==> config.mk <==
export PLATFORM = sky130hd
export DESIGN_NAME = fac_core
export DESIGN_NICKNAME = d
export VERILOG_FILES = /design/src/rtl/fac_pkg.sv /design/src/rtl/fac_core.sv
export SDC_FILE = /design/constraint.sdc
export NUM_CORES = 1
export LEC_CHECK = 0
export ABC_CLOCK_PERIOD_IN_PS = 2870
export BUFFER_PORTS_ARGS = -buffer_cell sky130_fd_sc_hd__buf_4
export CAP_MARGIN = 30
export CORE_ASPECT_RATIO = 1.1
export CORE_MARGIN = 4
export CORE_UTILIZATION = 30
export CTS_BUF_LIST = sky130_fd_sc_hd__clkbuf_4 sky130_fd_sc_hd__clkbuf_8
export CTS_CLUSTER_SIZE = 30
export DETAILED_ROUTE_END_ITERATION = 10
export GPL_ROUTABILITY_DRIVEN = 0
export MAX_ROUTING_LAYER = met4
export PLACE_DENSITY = 0.45
export SYNTH_ARGS = -nofsm -noshare
export SYNTH_HDL_FRONTEND = slang
export SYNTH_SLANG_ARGS = --single-unit
==> constraint.sdc <==
create_clock -name clk_i -period 2.87 [get_ports clk_i]
set_clock_uncertainty 0.2 [all_clocks]
set_input_delay 0.574 -clock clk_i [delete_from_list [all_inputs] [get_ports clk_i]]
set_output_delay 0.574 -clock clk_i [all_outputs]
set_load 0.01 [all_outputs]
==> src/rtl/fac_pkg.sv <==
/*
 * Package of the flash accelerator configuration block: register byte
 * addresses, field positions, reset values, mode codes, state codes and
 * the packed carriers of the processor request and answer.
 * Assumes a 32-bit classic Wishbone register bus and a 16-bit word
 * address on the processor side.
 */
package fac_pkg;

    // ------------------------------------------------------------
    // Register map
    // ------------------------------------------------------------
    localparam logic [31:0] FAC_MODE_CTRL_ADDR = 32'hE01FC000;
    localparam logic [31:0] FAC_FETCH_TIM_ADDR = 32'hE01FC004;

    // ------------------------------------------------------------
    // Field layout and reset values
    // ------------------------------------------------------------
    localparam int FAC_MODE_MSB = 1;
    localparam int FAC_TIM_MSB = 2;
    localparam logic [1:0] FAC_MODE_RESET = 2'h0;
    localparam logic [2:0] FAC_TIM_RESET = 3'h7;

    // Acceleration modes
    localparam logic [1:0] FAC_MODE_OFF = 2'h0;
    localparam logic [1:0] FAC_MODE_PART = 2'h1;
    localparam logic [1:0] FAC_MODE_FULL = 2'h2;

    // Shortest fetch, used when the reserved timing code is present
    localparam logic [2:0] FAC_TIM_MIN = 3'h1;

    // ------------------------------------------------------------
    // Line geometry
    // ------------------------------------------------------------
    localparam int FAC_WADDR_W = 16;
    localparam int FAC_TAG_W = 14;
    localparam int FAC_LINE_W = 128;

    typedef enum logic [2:0] {
        FAC_IDLE  = 3'h1,
        FAC_FETCH = 3'h2,
        FAC_SPARE = 3'h4
    } fac_state_e;

    typedef struct packed {
        logic valid;
        logic is_data;
        logic seq;
        logic [FAC_WADDR_W-1:0] addr;
    } fac_req_s;

    typedef struct packed {
        logic ready;
        logic ack;
        logic [31:0] rdata;
    } fac_rsp_s;

endpackage : fac_pkg

==> src/rtl/fac_core.sv <==
/*
 * Flash accelerator: configuration registers on classic Wishbone plus the
 * fetch control that they steer (code, prefetch and data line latches,
 * programmable fetch duration, invalidation on mode change).
 * Assumes one clock, synchronous inputs, and a flash that presents a
 * full line on flash_line_i by the last cycle of a fetch.
 */
// The Wishbone register port is this design's own decision.
`timescale 1ns/10ps

// Notes on behaviour
// - After reset the mode field reads as disabled and the control word reads zero.
// - Software may change the mode at any time with no precondition.
// - Mode bits 1:0 hold 00 off, 01 partial, 10 full, and software never writes 11.
// - Any change of mode value invalidates every holding latch, except a latch filled in that same cycle, whose fill wins.
// - Reserved bits are written as zero by software and read back here as zero.
// - Timing value n from 1 to 7 makes a fetch last n clocks, and 0 is never programmed.
// - At reset the timing field holds seven, the longest fetch.
// - With a one clock fetch the mode still changes access timing, as a fast hit answers a clock before the fetch.
// - Each register occupies one aligned word whatever its width.
// - Partial mode serves only sequential code hits from latches and prefetches.
// - Full mode serves any hit from its latch and fetches only misses and prefetches.
// - Off mode, and partial mode outside sequential code hits, may use latched data but keep full fetch timing.
module fac_core (
    input wire logic clk_i,
    input wire logic rst_i,
    input wire logic wb_cyc_i,
    input wire logic wb_stb_i,
    input wire logic wb_we_i,
    input wire logic [31:0] wb_adr_i,
    input wire logic [31:0] wb_dat_i,
    input wire logic [3:0] wb_sel_i,
    output logic [31:0] wb_dat_o,
    output logic wb_ack_o,
    input wire fac_pkg::fac_req_s proc_req_i,
    output fac_pkg::fac_rsp_s proc_rsp_o,
    output logic flash_rd_o,
    output logic [fac_pkg::FAC_TAG_W-1:0] flash_addr_o,
    input wire logic [fac_pkg::FAC_LINE_W-1:0] flash_line_i
);

    // ------------------------------------------------------------
    // Declarations
    // ------------------------------------------------------------
    logic [fac_pkg::FAC_MODE_MSB:0] mode_reg;
    logic [fac_pkg::FAC_TIM_MSB:0] tim_reg;
    logic wb_req;
    logic wb_wr;
    logic mode_sel;
    logic tim_sel;
    logic mode_change;
    fac_pkg::fac_state_e state_reg;
    logic [2:0] cnt_reg;
    logic [2:0] len_reg;
    logic [2:0] fetch_len;
    logic pf_op_reg;
    logic dat_op_reg;
    logic use_flash_reg;
    logic [1:0] wsel_reg;
    logic [31:0] hold_word_reg;
    logic [fac_pkg::FAC_LINE_W-1:0] code_line_reg;
    logic [fac_pkg::FAC_LINE_W-1:0] pf_line_reg;
    logic [fac_pkg::FAC_LINE_W-1:0] dat_line_reg;
    logic [fac_pkg::FAC_TAG_W-1:0] code_tag_reg;
    logic [fac_pkg::FAC_TAG_W-1:0] pf_tag_reg;
    logic [fac_pkg::FAC_TAG_W-1:0] dat_tag_reg;
    logic code_v_reg;
    logic pf_v_reg;
    logic dat_v_reg;
    logic [fac_pkg::FAC_TAG_W-1:0] req_tag;
    logic [fac_pkg::FAC_TAG_W-1:0] next_tag;
    logic [1:0] req_wsel;
    logic code_hit;
    logic pf_hit;
    logic dat_hit;
    logic have_latch;
    logic serve_fast;
    logic take;
    logic start_pf;
    logic fetch_done;
    logic [fac_pkg::FAC_LINE_W-1:0] hit_line;
    logic [3:0] rd_cnt_reg;

    // ------------------------------------------------------------
    // Register bus decode
    // ------------------------------------------------------------
    // word aligned decode
    assign mode_sel = (wb_adr_i == fac_pkg::FAC_MODE_CTRL_ADDR);
    assign tim_sel = (wb_adr_i == fac_pkg::FAC_FETCH_TIM_ADDR);
    assign wb_req = wb_cyc_i && wb_stb_i && !wb_ack_o;
    // Write lands at the edge where the master samples ack high
    assign wb_wr = wb_cyc_i && wb_stb_i && wb_ack_o && wb_we_i && wb_sel_i[0];
    assign mode_change = wb_wr && mode_sel && (wb_dat_i[1:0] != mode_reg);

    // One cycle answer, unmapped reads return zero
    always_ff @(posedge clk_i) begin
        if (rst_i) begin
            wb_ack_o <= 1'b0;
            wb_dat_o <= 32'h00000000;
        end else begin
            wb_ack_o <= wb_req;
            if (wb_req && mode_sel) begin
                wb_dat_o <= {30'h00000000, mode_reg};
            end else if (wb_req && tim_sel) begin
                wb_dat_o <= {29'h00000000, tim_reg};
            end else begin
                wb_dat_o <= 32'h00000000;
            end
        end
    end

    // Mode control register
    always_ff @(posedge clk_i) begin
        if (rst_i) begin
            mode_reg <= fac_pkg::FAC_MODE_RESET;
        end else if (wb_wr && mode_sel) begin
            mode_reg <= wb_dat_i[1:0];
        end
    end

    // Fetch timing register
    always_ff @(posedge clk_i) begin
        if (rst_i) begin
            tim_reg <= fac_pkg::FAC_TIM_RESET;
        end else if (wb_wr && tim_sel) begin
            tim_reg <= wb_dat_i[2:0];
        end
    end

    // ------------------------------------------------------------
    // Hit detection
    // ------------------------------------------------------------
    assign req_tag = proc_req_i.addr[fac_pkg::FAC_WADDR_W-1:2];
    assign req_wsel = proc_req_i.addr[1:0];
    assign next_tag = code_tag_reg + 14'h0001;
    assign code_hit = code_v_reg && (code_tag_reg == req_tag);
    assign pf_hit = pf_v_reg && (pf_tag_reg == req_tag);
    assign dat_hit = dat_v_reg && (dat_tag_reg == req_tag);
    assign have_latch = proc_req_i.is_data ? dat_hit : (code_hit || pf_hit);
    assign hit_line = proc_req_i.is_data ? dat_line_reg :
                      (code_hit ? code_line_reg : pf_line_reg);
    // reserved code falls back to one clock
    assign fetch_len = (tim_reg == 3'h0) ? fac_pkg::FAC_TIM_MIN : tim_reg;

    // partial serves sequential code hits only
    assign serve_fast = have_latch &&
        ((mode_reg == fac_pkg::FAC_MODE_FULL) ||
         ((mode_reg == fac_pkg::FAC_MODE_PART) && !proc_req_i.is_data && proc_req_i.seq));
    assign take = proc_req_i.valid && proc_rsp_o.ready && (state_reg == fac_pkg::FAC_IDLE);
    assign start_pf = !proc_req_i.valid && (state_reg == fac_pkg::FAC_IDLE) && code_v_reg &&
        ((mode_reg == fac_pkg::FAC_MODE_PART) || (mode_reg == fac_pkg::FAC_MODE_FULL)) &&
        !(pf_v_reg && (pf_tag_reg == next_tag));
    assign fetch_done = (state_reg == fac_pkg::FAC_FETCH) && (cnt_reg == 3'h0);

    // ------------------------------------------------------------
    // Fetch sequencing
    // ------------------------------------------------------------
    always_ff @(posedge clk_i) begin
        if (rst_i) begin
            state_reg <= fac_pkg::FAC_IDLE;
            cnt_reg <= 3'h0;
            len_reg <= fac_pkg::FAC_TIM_RESET;
            pf_op_reg <= 1'b0;
            dat_op_reg <= 1'b0;
            use_flash_reg <= 1'b0;
            wsel_reg <= 2'h0;
            hold_word_reg <= 32'h00000000;
            flash_rd_o <= 1'b0;
            flash_addr_o <= '0;
            proc_rsp_o <= '0;
        end else begin
            proc_rsp_o.ack <= 1'b0;
            case (state_reg)
                fac_pkg::FAC_IDLE: begin
                    proc_rsp_o.ready <= 1'b1;
                    if (take && serve_fast) begin
                        proc_rsp_o.ack <= 1'b1;
                        proc_rsp_o.rdata <= hit_line[{req_wsel, 5'h00} +: 32];
                    end else if (take || start_pf) begin
                        // hits outside fast path keep fetch timing
                        // one clock fetch still answers a clock after a fast hit
                        state_reg <= fac_pkg::FAC_FETCH;
                        cnt_reg <= fetch_len - 3'h1;
                        len_reg <= fetch_len;
                        pf_op_reg <= start_pf;
                        dat_op_reg <= take && proc_req_i.is_data;
                        use_flash_reg <= start_pf || !have_latch;
                        flash_rd_o <= start_pf || !have_latch;
                        flash_addr_o <= start_pf ? next_tag : req_tag;
                        wsel_reg <= req_wsel;
                        hold_word_reg <= hit_line[{req_wsel, 5'h00} +: 32];
                        proc_rsp_o.ready <= 1'b0;
                    end
                end
                fac_pkg::FAC_FETCH: begin
                    if (cnt_reg == 3'h0) begin
                        state_reg <= fac_pkg::FAC_IDLE;
                        flash_rd_o <= 1'b0;
                        proc_rsp_o.ready <= 1'b1;
                        proc_rsp_o.ack <= !pf_op_reg;
                        proc_rsp_o.rdata <= use_flash_reg ?
                            flash_line_i[{wsel_reg, 5'h00} +: 32] : hold_word_reg;
                    end else begin
                        cnt_reg <= cnt_reg - 3'h1;
                    end
                end
                default: begin
                    state_reg <= fac_pkg::FAC_IDLE;
                    flash_rd_o <= 1'b0;
                    proc_rsp_o.ready <= 1'b1;
                end
            endcase
        end
    end

    // ------------------------------------------------------------
    // Holding latches
    // ------------------------------------------------------------
    // Fills win over an invalidation landing in the same cycle
    always_ff @(posedge clk_i) begin
        if (rst_i) begin
            code_v_reg <= 1'b0;
            pf_v_reg <= 1'b0;
            dat_v_reg <= 1'b0;
            code_tag_reg <= '0;
            pf_tag_reg <= '0;
            dat_tag_reg <= '0;
            code_line_reg <= '0;
            pf_line_reg <= '0;
            dat_line_reg <= '0;
        end else begin
            // drop every latch on mode change
            if (mode_change) begin
                code_v_reg <= 1'b0;
                pf_v_reg <= 1'b0;
                dat_v_reg <= 1'b0;
            end
            if (take && serve_fast && !proc_req_i.is_data && !code_hit) begin
                // Sequential run reached the prefetched line
                code_v_reg <= 1'b1;
                code_tag_reg <= pf_tag_reg;
                code_line_reg <= pf_line_reg;
                pf_v_reg <= 1'b0;
            end
            if (fetch_done && use_flash_reg) begin
                if (pf_op_reg) begin
                    pf_v_reg <= 1'b1;
                    pf_tag_reg <= flash_addr_o;
                    pf_line_reg <= flash_line_i;
                end else if (dat_op_reg) begin
                    dat_v_reg <= 1'b1;
                    dat_tag_reg <= flash_addr_o;
                    dat_line_reg <= flash_line_i;
                end else begin
                    code_v_reg <= 1'b1;
                    code_tag_reg <= flash_addr_o;
                    code_line_reg <= flash_line_i;
                end
            end
        end
    end

    // ------------------------------------------------------------
    // Checks
    // ------------------------------------------------------------
    // Counts cycles of an ongoing flash read
    always_ff @(posedge clk_i) begin
        if (rst_i || !flash_rd_o) begin
            rd_cnt_reg <= 4'h0;
        end else begin
            rd_cnt_reg <= rd_cnt_reg + 4'h1;
        end
    end

    chk_reset_mode: assert property (@(posedge clk_i)
        rst_i |=> (mode_reg == 2'h0) && !wb_ack_o)
        else $error("mode not disabled after reset");
    chk_reset_timing: assert property (@(posedge clk_i)
        rst_i |=> (tim_reg == 3'h7))
        else $error("timing not seven after reset");
    chk_mode_write: assert property (@(posedge clk_i) disable iff (rst_i)
        (wb_wr && mode_sel) |=> (mode_reg == $past(wb_dat_i[1:0])) && !wb_ack_o)
        else $error("mode write not taken");
    chk_timing_write: assert property (@(posedge clk_i) disable iff (rst_i)
        (wb_wr && tim_sel) |=> (tim_reg == $past(wb_dat_i[2:0])))
        else $error("timing write not taken");
    chk_ack_pulse: assert property (@(posedge clk_i) disable iff (rst_i)
        wb_ack_o |=> !wb_ack_o)
        else $error("bus ack longer than one cycle");
    chk_mode_inval: assert property (@(posedge clk_i) disable iff (rst_i)
        (mode_change && (state_reg == fac_pkg::FAC_IDLE) && !proc_req_i.valid)
        |=> !code_v_reg && !pf_v_reg && !dat_v_reg)
        else $error("latches survive mode change");
    chk_reserved_read: assert property (@(posedge clk_i) disable iff (rst_i)
        (wb_req && !wb_we_i && mode_sel) |=> wb_ack_o && (wb_dat_o[31:2] == 30'h00000000))
        else $error("reserved mode bits not zero");
    chk_fetch_length: assert property (@(posedge clk_i) disable iff (rst_i)
        $fell(flash_rd_o) |-> ({1'b0, len_reg} == rd_cnt_reg))
        else $error("fetch length differs from timing");
    chk_full_hit: assert property (@(posedge clk_i) disable iff (rst_i)
        (take && have_latch && (mode_reg == fac_pkg::FAC_MODE_FULL)) |=> proc_rsp_o.ack)
        else $error("full mode hit not served at once");
    chk_partial_data: assert property (@(posedge clk_i) disable iff (rst_i)
        (take && proc_req_i.is_data && (mode_reg == fac_pkg::FAC_MODE_PART))
        |=> (state_reg == fac_pkg::FAC_FETCH) && !proc_rsp_o.ack)
        else $error("partial mode data access not fetched");

    // Partial mode code paths, fetch entry and off mode timing and prefetch
    chk_partial_seq: assert property (@(posedge clk_i) disable iff (rst_i)
        (take && have_latch && !proc_req_i.is_data && proc_req_i.seq &&
         (mode_reg == fac_pkg::FAC_MODE_PART)) |=> proc_rsp_o.ack)
        else $error("partial mode sequential hit not served");
    chk_partial_branch: assert property (@(posedge clk_i) disable iff (rst_i)
        (take && !proc_req_i.is_data && !proc_req_i.seq && (mode_reg == fac_pkg::FAC_MODE_PART))
        |=> (state_reg == fac_pkg::FAC_FETCH) && !proc_rsp_o.ack)
        else $error("partial mode branch served from latch");
    chk_fetch_start: assert property (@(posedge clk_i) disable iff (rst_i)
        (take && !serve_fast) |=> (state_reg == fac_pkg::FAC_FETCH) && !proc_rsp_o.ready)
        else $error("slow access did not stall");
    chk_mimic_timing: assert property (@(posedge clk_i) disable iff (rst_i)
        (take && have_latch && (mode_reg == fac_pkg::FAC_MODE_OFF))
        |=> !flash_rd_o && (state_reg == fac_pkg::FAC_FETCH))
        else $error("off mode hit skipped fetch timing");
    chk_no_prefetch: assert property (@(posedge clk_i) disable iff (rst_i)
        ((mode_reg == fac_pkg::FAC_MODE_OFF) && !proc_req_i.valid &&
         (state_reg == fac_pkg::FAC_IDLE)) |=> (state_reg == fac_pkg::FAC_IDLE))
        else $error("prefetch while disabled");

endmodule : fac_core

==> results of run 1 <==
cell type report:
class | instances | share of cell area [%]
Antenna cell | 11 | 0.0749
Clock buffer | 156 | 5.23
Clock inverter | 21 | 0.477
Inverter | 9 | 0.0919
Multi-Input combinational cell | 2447 | 42.1
Sequential cell | 529 | 28.9
Tap cell | 1140 | 3.88
Timing Repair Buffer | 664 | 19.3
worst max-delay path: stages (launching register included):
cell and delay, ns:
sky130_fd_sc_hd__dfxtp_4 0.38, sky130_fd_sc_hd__ha_4 0.15, sky130_fd_sc_hd__nand4_1 0.22, sky130_fd_sc_hd__nor3_2 0.31, sky130_fd_sc_hd__buf_4 0.16, sky130_fd_sc_hd__buf_6 0.08, sky130_fd_sc_hd__mux2i_1 0.05, sky130_fd_sc_hd__o211ai_1 0.28
sky130_fd_sc_hd__or3_4 0.25, sky130_fd_sc_hd__a21oi_4 0.07, sky130_fd_sc_hd__buf_6 0.14, sky130_fd_sc_hd__nor2_4 0.37, sky130_fd_sc_hd__clkbuf_16 0.26, sky130_fd_sc_hd__o22ai_1 0.07
power breakdown:
part           leakage, µW  switching (µW)  internal, µW
logic              0.00758             892           794
clock network      0.00113            3440          4420
registers          0.00427            69.1          7380
total               0.0130            4400         12600
logic make-up (layout without fill, tap and decap cells):
logic type	count (synthesis)	after routing
compound gates	682	682
xor+xnor	62	62
fa+ha+maj	6	6
buf+inv	327	850
flops	529	529
mux	231	231
other cells	1	40
simple gates	1436	1437
final timing paths:
kind,startpoint,endpoint,slack [ns],depth (start not counted)
setup / recovery,code_tag_reg[1],hold_word_reg[24],-0.29,13
hold / removal,proc_req_i[9],flash_addr_o[7],0.07,3
setup reg to reg,code_tag_reg[1],hold_word_reg[24],-0.29,13
hold reg to reg,dat_line_reg[124],dat_line_reg[124],0.25,2
routing by layer:
layer	global-route usage, %	share of wire, %	wire length [µm]	up-vias
li1	-	-	-	12300
met1	30.5	45	48600	12400
met2	35.8	47	50400	712
met3	4.06	5.7	6140	126
met4	5.66	1.7	1860	0
met5	-	0	0	-
cell usage after synthesis, types with 3 or more instances:
| library cell | instances | area share, % |
|---|---|---|
| sky130_fd_sc_hd__a211oi_1 | 8 | 0.23 |
| sky130_fd_sc_hd__a31oi_1 | 4 | 0.097 |
| sky130_fd_sc_hd__nand3b_1 | 4 | 0.12 |
| sky130_fd_sc_hd__ha_1 | 6 | 0.29 |
| sky130_fd_sc_hd__and3_1 | 4 | 0.097 |
| sky130_fd_sc_hd__nor2b_1 | 7 | 0.17 |
| sky130_fd_sc_hd__mux2i_1 | 167 | 6.5 |
| sky130_fd_sc_hd__inv_1 | 9 | 0.13 |
| sky130_fd_sc_hd__nor4b_1 | 5 | 0.17 |
| sky130_fd_sc_hd__xor2_1 | 12 | 0.41 |
| sky130_fd_sc_hd__o21ai_1 | 18 | 0.35 |
| sky130_fd_sc_hd__and3b_1 | 30 | 1.0 |
| sky130_fd_sc_hd__and2_1 | 3 | 0.072 |
| sky130_fd_sc_hd__o2111ai_1 | 14 | 0.47 |
| sky130_fd_sc_hd__nor2_1 | 327 | 4.7 |
| sky130_fd_sc_hd__dfxtp_1 | 529 | 41 |
| sky130_fd_sc_hd__or3_1 | 39 | 0.94 |
| sky130_fd_sc_hd__nor3_1 | 43 | 0.83 |
| sky130_fd_sc_hd__o22ai_1 | 33 | 0.80 |
| sky130_fd_sc_hd__nand4_1 | 19 | 0.46 |
| sky130_fd_sc_hd__clkbuf_1 | 226 | 3.3 |
| sky130_fd_sc_hd__nor4_1 | 6 | 0.14 |
| sky130_fd_sc_hd__nand2b_1 | 39 | 0.94 |
| sky130_fd_sc_hd__a211o_1 | 3 | 0.10 |
| sky130_fd_sc_hd__o211ai_1 | 3 | 0.087 |
| sky130_fd_sc_hd__nand2_1 | 872 | 13 |
| sky130_fd_sc_hd__nand3_1 | 28 | 0.54 |
| sky130_fd_sc_hd__buf_2 | 41 | 0.79 |
| sky130_fd_sc_hd__a311oi_1 | 145 | 4.9 |
| sky130_fd_sc_hd__buf_1 | 18 | 0.26 |
| sky130_fd_sc_hd__o21ai_0 | 5 | 0.097 |
| sky130_fd_sc_hd__xnor2_1 | 49 | 1.7 |
| sky130_fd_sc_hd__buf_4 | 33 | 0.96 |
| sky130_fd_sc_hd__a21oi_1 | 438 | 8.5 |
| sky130_fd_sc_hd__mux4_2 | 64 | 5.6 |
timing repair:
item                                    CTS  global route
endpoints found under the setup margin  234           234
setup buffers                            16            39
gates resized for setup                  74           305
hold buffers                            139             0
gates cloned                             16            22
endpoints found under the hold margin   393             0
pin swaps                                24           157
stage by stage:
step / TNS (ns) / power, µW / worst slack, ns
after floorplan: -2.35 / 8200 / -0.0597
after global placement: -111.61 / 8970 / -0.664
after detailed placement: -105.56 / 8970 / -0.639
after CTS: -32.54 / 17100 / -0.213
after global routing: -65.23 / 17600 / -0.381
final: -42.54 / 17000 / -0.290
==> impl_summary.log, run 1 <==
[metrics] result of the run: complete, but fails checks
[metrics] violations in the final reports: setup timing
[metrics] combinational family with the most area after synthesis: simple AND/OR/NAND/NOR gates
[metrics] number of distinct library cell variants in the gate-level netlist after synthesis: 53
[metrics] signal arrival time at the worst endpoint: between 3 and 4 ns
[metrics] Finished Core Util: between 40% and 50%
[metrics] worst voltage drop across the vdd grid: 0.284 mV
[metrics] DRC violation count after routing: 0
[metrics] antenna violations before repair: 11
[metrics] crit share post-route: 110%
[metrics] RSZ-0062 raised after global routing: true
[metrics] sum of overflow across all layers after global routing: 0
[metrics] Final #Nets: roughly 4000
[metrics] placeable core region: roughly 0.085 mm²
[metrics] number of enable flip-flop cells after synthesis: 0
[metrics] count of final hold-check violations: 0
[metrics] wire length of the first global-routing pass: approximately 160 mm
[metrics] area of the mapped netlist: ~0.026 mm²
[metrics] leakage dissipation: between 0.01 and 0.015 µW
[metrics] most common flop cell mapped by yosys: sky130_fd_sc_hd__dfxtp_1
[metrics] fraction of the yosys area taken by sequential cells: between 40 and 50%
[metrics] yosys synthesis warning count: 0
[metrics] final std cell area, no fill: 0.0367 mm²
[metrics] Seq. cell area: about 0.011 mm²
[metrics] simple-gate area share of the yosys netlist: roughly 23%
[metrics] count of placed standard cells in the final layout, fillers left out: 4977
[metrics] clock-pin slew of the registers on the worst-case setup and hold paths: about 0.060 ns
[metrics] CTS H-tree depth: 3
[metrics] layout overhead on the synthesized area: 41.9%
[metrics] DR vias/cell: 5.13
[metrics] number of buffers created by CTS: between 90 and 100
[metrics] io pins: between 300 and 400
[metrics] maximum number of pins on one net before global-route repair: 90
[metrics] final hold slack: about 0.072 ns
[metrics] headroom to the max-slew limit: between 50% and 60%
[metrics] area occupied by multi-input gates: 0.0155 mm²
[metrics] async set-or-reset flop fraction in the synthesized netlist: 0%
[metrics] leading cell type in the layout, fill and taps excluded: sky130_fd_sc_hd__nand2_1
[metrics] final setup violation count: ~230
[metrics] adder and majority gate portion of the synthesized area: less than 1%
[metrics] die width: around 290 µm
[metrics] count of fill cells added during filler insertion: 8616
[metrics] worst-path fanout max: 6
[metrics] maximum achievable frequency: 0.316 GHz
[metrics] die height: about 320 µm
[metrics] wire length per cell: between 20 and 25 µm
[metrics] clock tree from TritonCTS: built
[metrics] First DRT Iteration DRCs: between 1500 and 2000
[metrics] maximum capacitance violations: 0
[metrics] Clk Latency, worst-skew pair: 0.74 ns
[metrics] power density over the cells: around 460 mW/mm²
[metrics] element type at the critical path end: flip-flop
[metrics] residual antenna-violating net count after detailed routing: 0
[metrics] top library cells by usage in the layout, fill and taps aside: sky130_fd_sc_hd__nand2_1 (793), sky130_fd_sc_hd__dfxtp_1 (515), sky130_fd_sc_hd__a21oi_1 (421)
[metrics] wire length after detailed routing: 107 mm
[metrics] Synth Area in Compound Gates: 16.0%
[metrics] number of port buffers: 240
[metrics] Pins Over Slew Limit: 0
[metrics] data required time of the worst path: 3.27 ns
[metrics] cell row count: approximately 110
[metrics] Synth Instances: approximately 3300
[metrics] crit path launch type: flip-flop
[metrics] share of layout cells above drive strength 1: a little over a quarter
[metrics] syn avg cell area: approximately 7.9 µm²
[metrics] initial standard-cell utilization of the core: a little under a third
[metrics] DP HPWL: around 66 mm
[metrics] total placed instance area: ~0.030 mm²
[metrics] final critical-path required period: 3.16 ns
[metrics] TritonCTS Sinks: ~530
[metrics] minimum setup slack in the final design: -0.290 ns
[metrics] Placed Instances: roughly 4600
[metrics] Worst Path Class, Setup: flip-flop to flip-flop
[metrics] Max clock buf depth: 3
[metrics] overall track demand over capacity in global routing: between 20% and 30%
[metrics] die footprint: 0.0911 mm²
[metrics] Pre-antenna DRT Iters: 5
[metrics] transition time at the pin with the least slew margin: between 0.6 and 0.7 ns
[metrics] total via count in the routed design: about 26000
[metrics] cell at the root of the clock tree: sky130_fd_sc_hd__clkbuf_8
[metrics] xor/xnor cell area share of the yosys netlist: around 2.1%
[metrics] vias in the first global route: 23900
[metrics] number of register bits inferred by synthesis: 529
[metrics] path type of the worst min-delay path: primary input to flip-flop
[metrics] proportion of synthesized area in mux cells: about 12%
Power figures use the tool's default switching activity.
==> run 2, diff against run 1 <==
- ABC_CLOCK_PERIOD_IN_PS: 2870 -> default
- BUFFER_PORTS_ARGS: -buffer_cell sky130_fd_sc_hd__buf_4 -> -buffer_cell sky130_fd_sc_hd__buf_2
- MAX_ROUTING_LAYER: met4 -> default
==> run 2 against run 1 <==
- the run still ends with setup timing left
- worst setup slack improved by 0.0097 ns
- count of clock-buffer cells in the layout fell by 3
- first-iteration DRC count decreased by 2.2%
- non-clock buffer count fell by 7
- utilization shrank 2.0 points
- sequential power hardly changed
- register-to-register slack about the same
- sequential share of layout area increased by 1.4 points
- maximum frequency up 0.31%
- flip-flop and latch count unchanged
- critical path type unchanged
- critical endpoint is now code_line_reg[33]
==> impl_summary.log, run 2 (synthesis results as in run 1) <==
[metrics] fraction of power consumed by the clock network: a little under half
[metrics] critical path, cell by cell: buf_4 -> xnor2_2 -> nand4_1 -> nor4_4 -> buf_12 -> o31ai_2 -> or2_4 -> nor3_4 -> buf_6 -> buf_12 -> clkbuf_16 -> buf_4 -> nand2_1 -> a311oi_2
[metrics] cell-internal power: between 10000 and 15000 µW
[metrics] DR vias/cell: 5.12
[metrics] detailed-route wire length on metal 1: 47.8 mm
[metrics] worst voltage drop across the vdd grid: between 0.3 and 0.4 mV
[metrics] met3 wirelength from detailed routing: around 6.3 mm
[metrics] number of buffers created by CTS: 97
[metrics] largest incremental delay on the critical path: around 0.36 ns
[metrics] element type at the critical path end: flip-flop
[metrics] slowest stage cell, crit path: sky130_fd_sc_hd__dfxtp_4
[metrics] DRC violation count after routing: 0
[metrics] clock-pin slew of the registers on the worst-case setup and hold paths: 0.06 ns
[metrics] highest routed layer: met5
[metrics] die width: slightly below 300 µm
[metrics] final critical-path required period: between 3 and 4 ns
[metrics] io pins: between 300 and 400
[metrics] Pre-antenna DRT Iters: 5
[metrics] launch point of the critical path: code_tag_reg[6]
[metrics] Clk Latency, worst-skew pair: roughly 0.73 ns
[metrics] Worst Path Buf+Inv: 6
[metrics] leakage dissipation: 0.0120 µW
[metrics] initial standard-cell utilization of the core: 30.4%
[metrics] wire length per cell: 21.2 µm
[metrics] placeable core region: approximately 0.085 mm²
[metrics] maximum number of pins on one net before global-route repair: between 150 and 200
[metrics] Placed Instances: between 4000 and 5000
[metrics] total placed instance area: 0.0297 mm²
[metrics] die height: ~320 µm
[metrics] antenna violations before repair: 14
[metrics] signal arrival time at the worst endpoint: 3.57 ns
[metrics] First DRT Iteration DRCs: approximately 1900
[metrics] Comb power frac: 9.4%
[metrics] path type of the worst min-delay path: primary input to flip-flop
[metrics] die footprint: 0.0911 mm²
[metrics] transition time at the pin with the least slew margin: 0.887 ns
[metrics] power density over the cells: 483 mW/mm²
[metrics] residual antenna-violating net count after detailed routing: 0
[metrics] portion of total power attributed to sequential cells: 44.0%
[metrics] cell row count: 112
[metrics] Worst Path Class, Setup: flip-flop to flip-flop
[metrics] CTS H-tree depth: 3
[metrics] sum of overflow across all layers after global routing: 0
[metrics] clock tree from TritonCTS: built
[metrics] result of the run: complete, but fails checks
[metrics] headroom to the max-slew limit: between 40 and 50%
[metrics] TritonCTS Sinks: between 500 and 600
[metrics] Max clock buf depth: 3
[metrics] Psw: between 4000 and 5000 µW
[metrics] switching part of the total power: about a quarter
[metrics] violations in the final reports: setup timing
[metrics] final hold slack: 0.0867 ns
[metrics] wire length after detailed routing: 105 mm
[metrics] final setup violation count: ~230
[metrics] cell at the root of the clock tree: sky130_fd_sc_hd__clkbuf_8
[metrics] detailed route wirelength on metal2: 48.1 mm
[metrics] count of placed standard cells in the final layout, fillers left out: 4956
[metrics] wire length of the first global-routing pass: between 150 and 200 mm
[metrics] layout overhead on the synthesized area: 35.2%
[metrics] Finished Core Util: 41.1%
[metrics] Pins Over Slew Limit: 0
[metrics] maximum achievable frequency: between 0.3 and 0.4 GHz
[metrics] crit path launch type: flip-flop
[metrics] RSZ-0062 raised after global routing: true
[metrics] minimum setup slack in the final design: -0.281 ns
[metrics] data required time of the worst path: around 3.3 ns
[metrics] vias in the first global route: 24100
[metrics] worst-path fanout max: 7
[metrics] total via count in the routed design: about 25000
[metrics] family with the most delay on the worst path: simple AND/OR/NAND/NOR gates
[metrics] top library cells by usage in the layout, fill and taps aside: sky130_fd_sc_hd__nand2_1 (870), sky130_fd_sc_hd__dfxtp_1 (517), sky130_fd_sc_hd__a21oi_1 (427)
[metrics] Final #Nets: about 4000
[metrics] DP HPWL: about 64 mm
[metrics] overall track demand over capacity in global routing: a little over a fifth
[metrics] leading cell type in the layout, fill and taps excluded: sky130_fd_sc_hd__nand2_1
[metrics] final std cell area, no fill: about 0.035 mm²
[metrics] maximum capacitance violations: 0
[metrics] count of final hold-check violations: 0
[metrics] hold path start: proc_req_i[1]
[metrics] Post-Route Setup TNS: -47.04 ns
[metrics] number of port buffers: 240
[metrics] source of the worst register-to-register timing path: code_tag_reg[6]
[metrics] share of layout cells above drive strength 1: roughly a quarter
[metrics] crit share post-route: 110%
## run 2: cell types whose count changed in the layout (fill, tap and decap cells not counted), sizes merged
cell and change:
inv -2, or3 -1, bufinv +1, diode -4, clkinvlp +2, dlygate4sd3 -2, clkinv -7, buf -8
## run 2: worst paths after layout
check                                    endpoint  cells after the start  slack (ns)
worst max-delay path            code_line_reg[33]                     14       -0.28
worst min-delay path                  wsel_reg[1]                      3        0.09
worst max register to register  code_line_reg[33]                     14       -0.28
worst min register to register  dat_line_reg[127]                      2        0.25
## run 2: routing by layer
layer | GRT usage, % | up-vias
met5 | 0 | -
met2 | 34.7 | 764
li1 | - | 12200
met3 | 3.85 | 169
met4 | 6.35 | 14
met1 | 29.8 | 12200
## run 2: per-stage QoR
| step | power, µW | setup WS [ns] |
|---|---|---|
| 3_3_place_gp | 8870 | -0.537 |
| 6_report | 16900 | -0.281 |
| 5_1_grt | 17500 | -0.414 |
| 3_5_place_dp | 8870 | -0.563 |
| 4_1_cts | 17100 | -0.235 |
| 2_1_floorplan | 8200 | -0.0597 |
## run 2: area by class of cell
type	count	area, µm²
well taps	1140	1430
flip-flops and latches	529	10600
clock inverters	15	170
inverters	9	33.8
multi-input cells	2446	14800
repair buffers	657	6040
fillers	8701	50200
diodes	7	17.5
clock buffers	153	1920
## run 2: timing repair
item                       CTS  global route
resized for setup           48           113
setup endpoints to repair  235           235
setup buffers               12            37
hold buffers               137             0
pin swaps                   13            50
cloned                       2            22
hold endpoints to repair   395             0
## run 2: worst register-to-register path, delay by kind of cell (launching register included)
family / cells / cell delay, ns
XOR/XNOR: 1 / 0.14
AO/OA/AOI/OAI: 2 / 0.37
AND/OR/NAND/NOR: 5 / 1.02
flip-flops: 1 / 0.36
buffers and inverters: 6 / 0.97
## run 2: power groups by stage
stage                     registers, µW  logic, µW  clock network [µW]
final                              7440       1580                7890
after global placement             7600       1270                   0
after detailed placement           7600       1270                   0
after floorplan                    7580        620                   0
after global routing               7440       1670                8410
after CTS                          7440       1510                8130
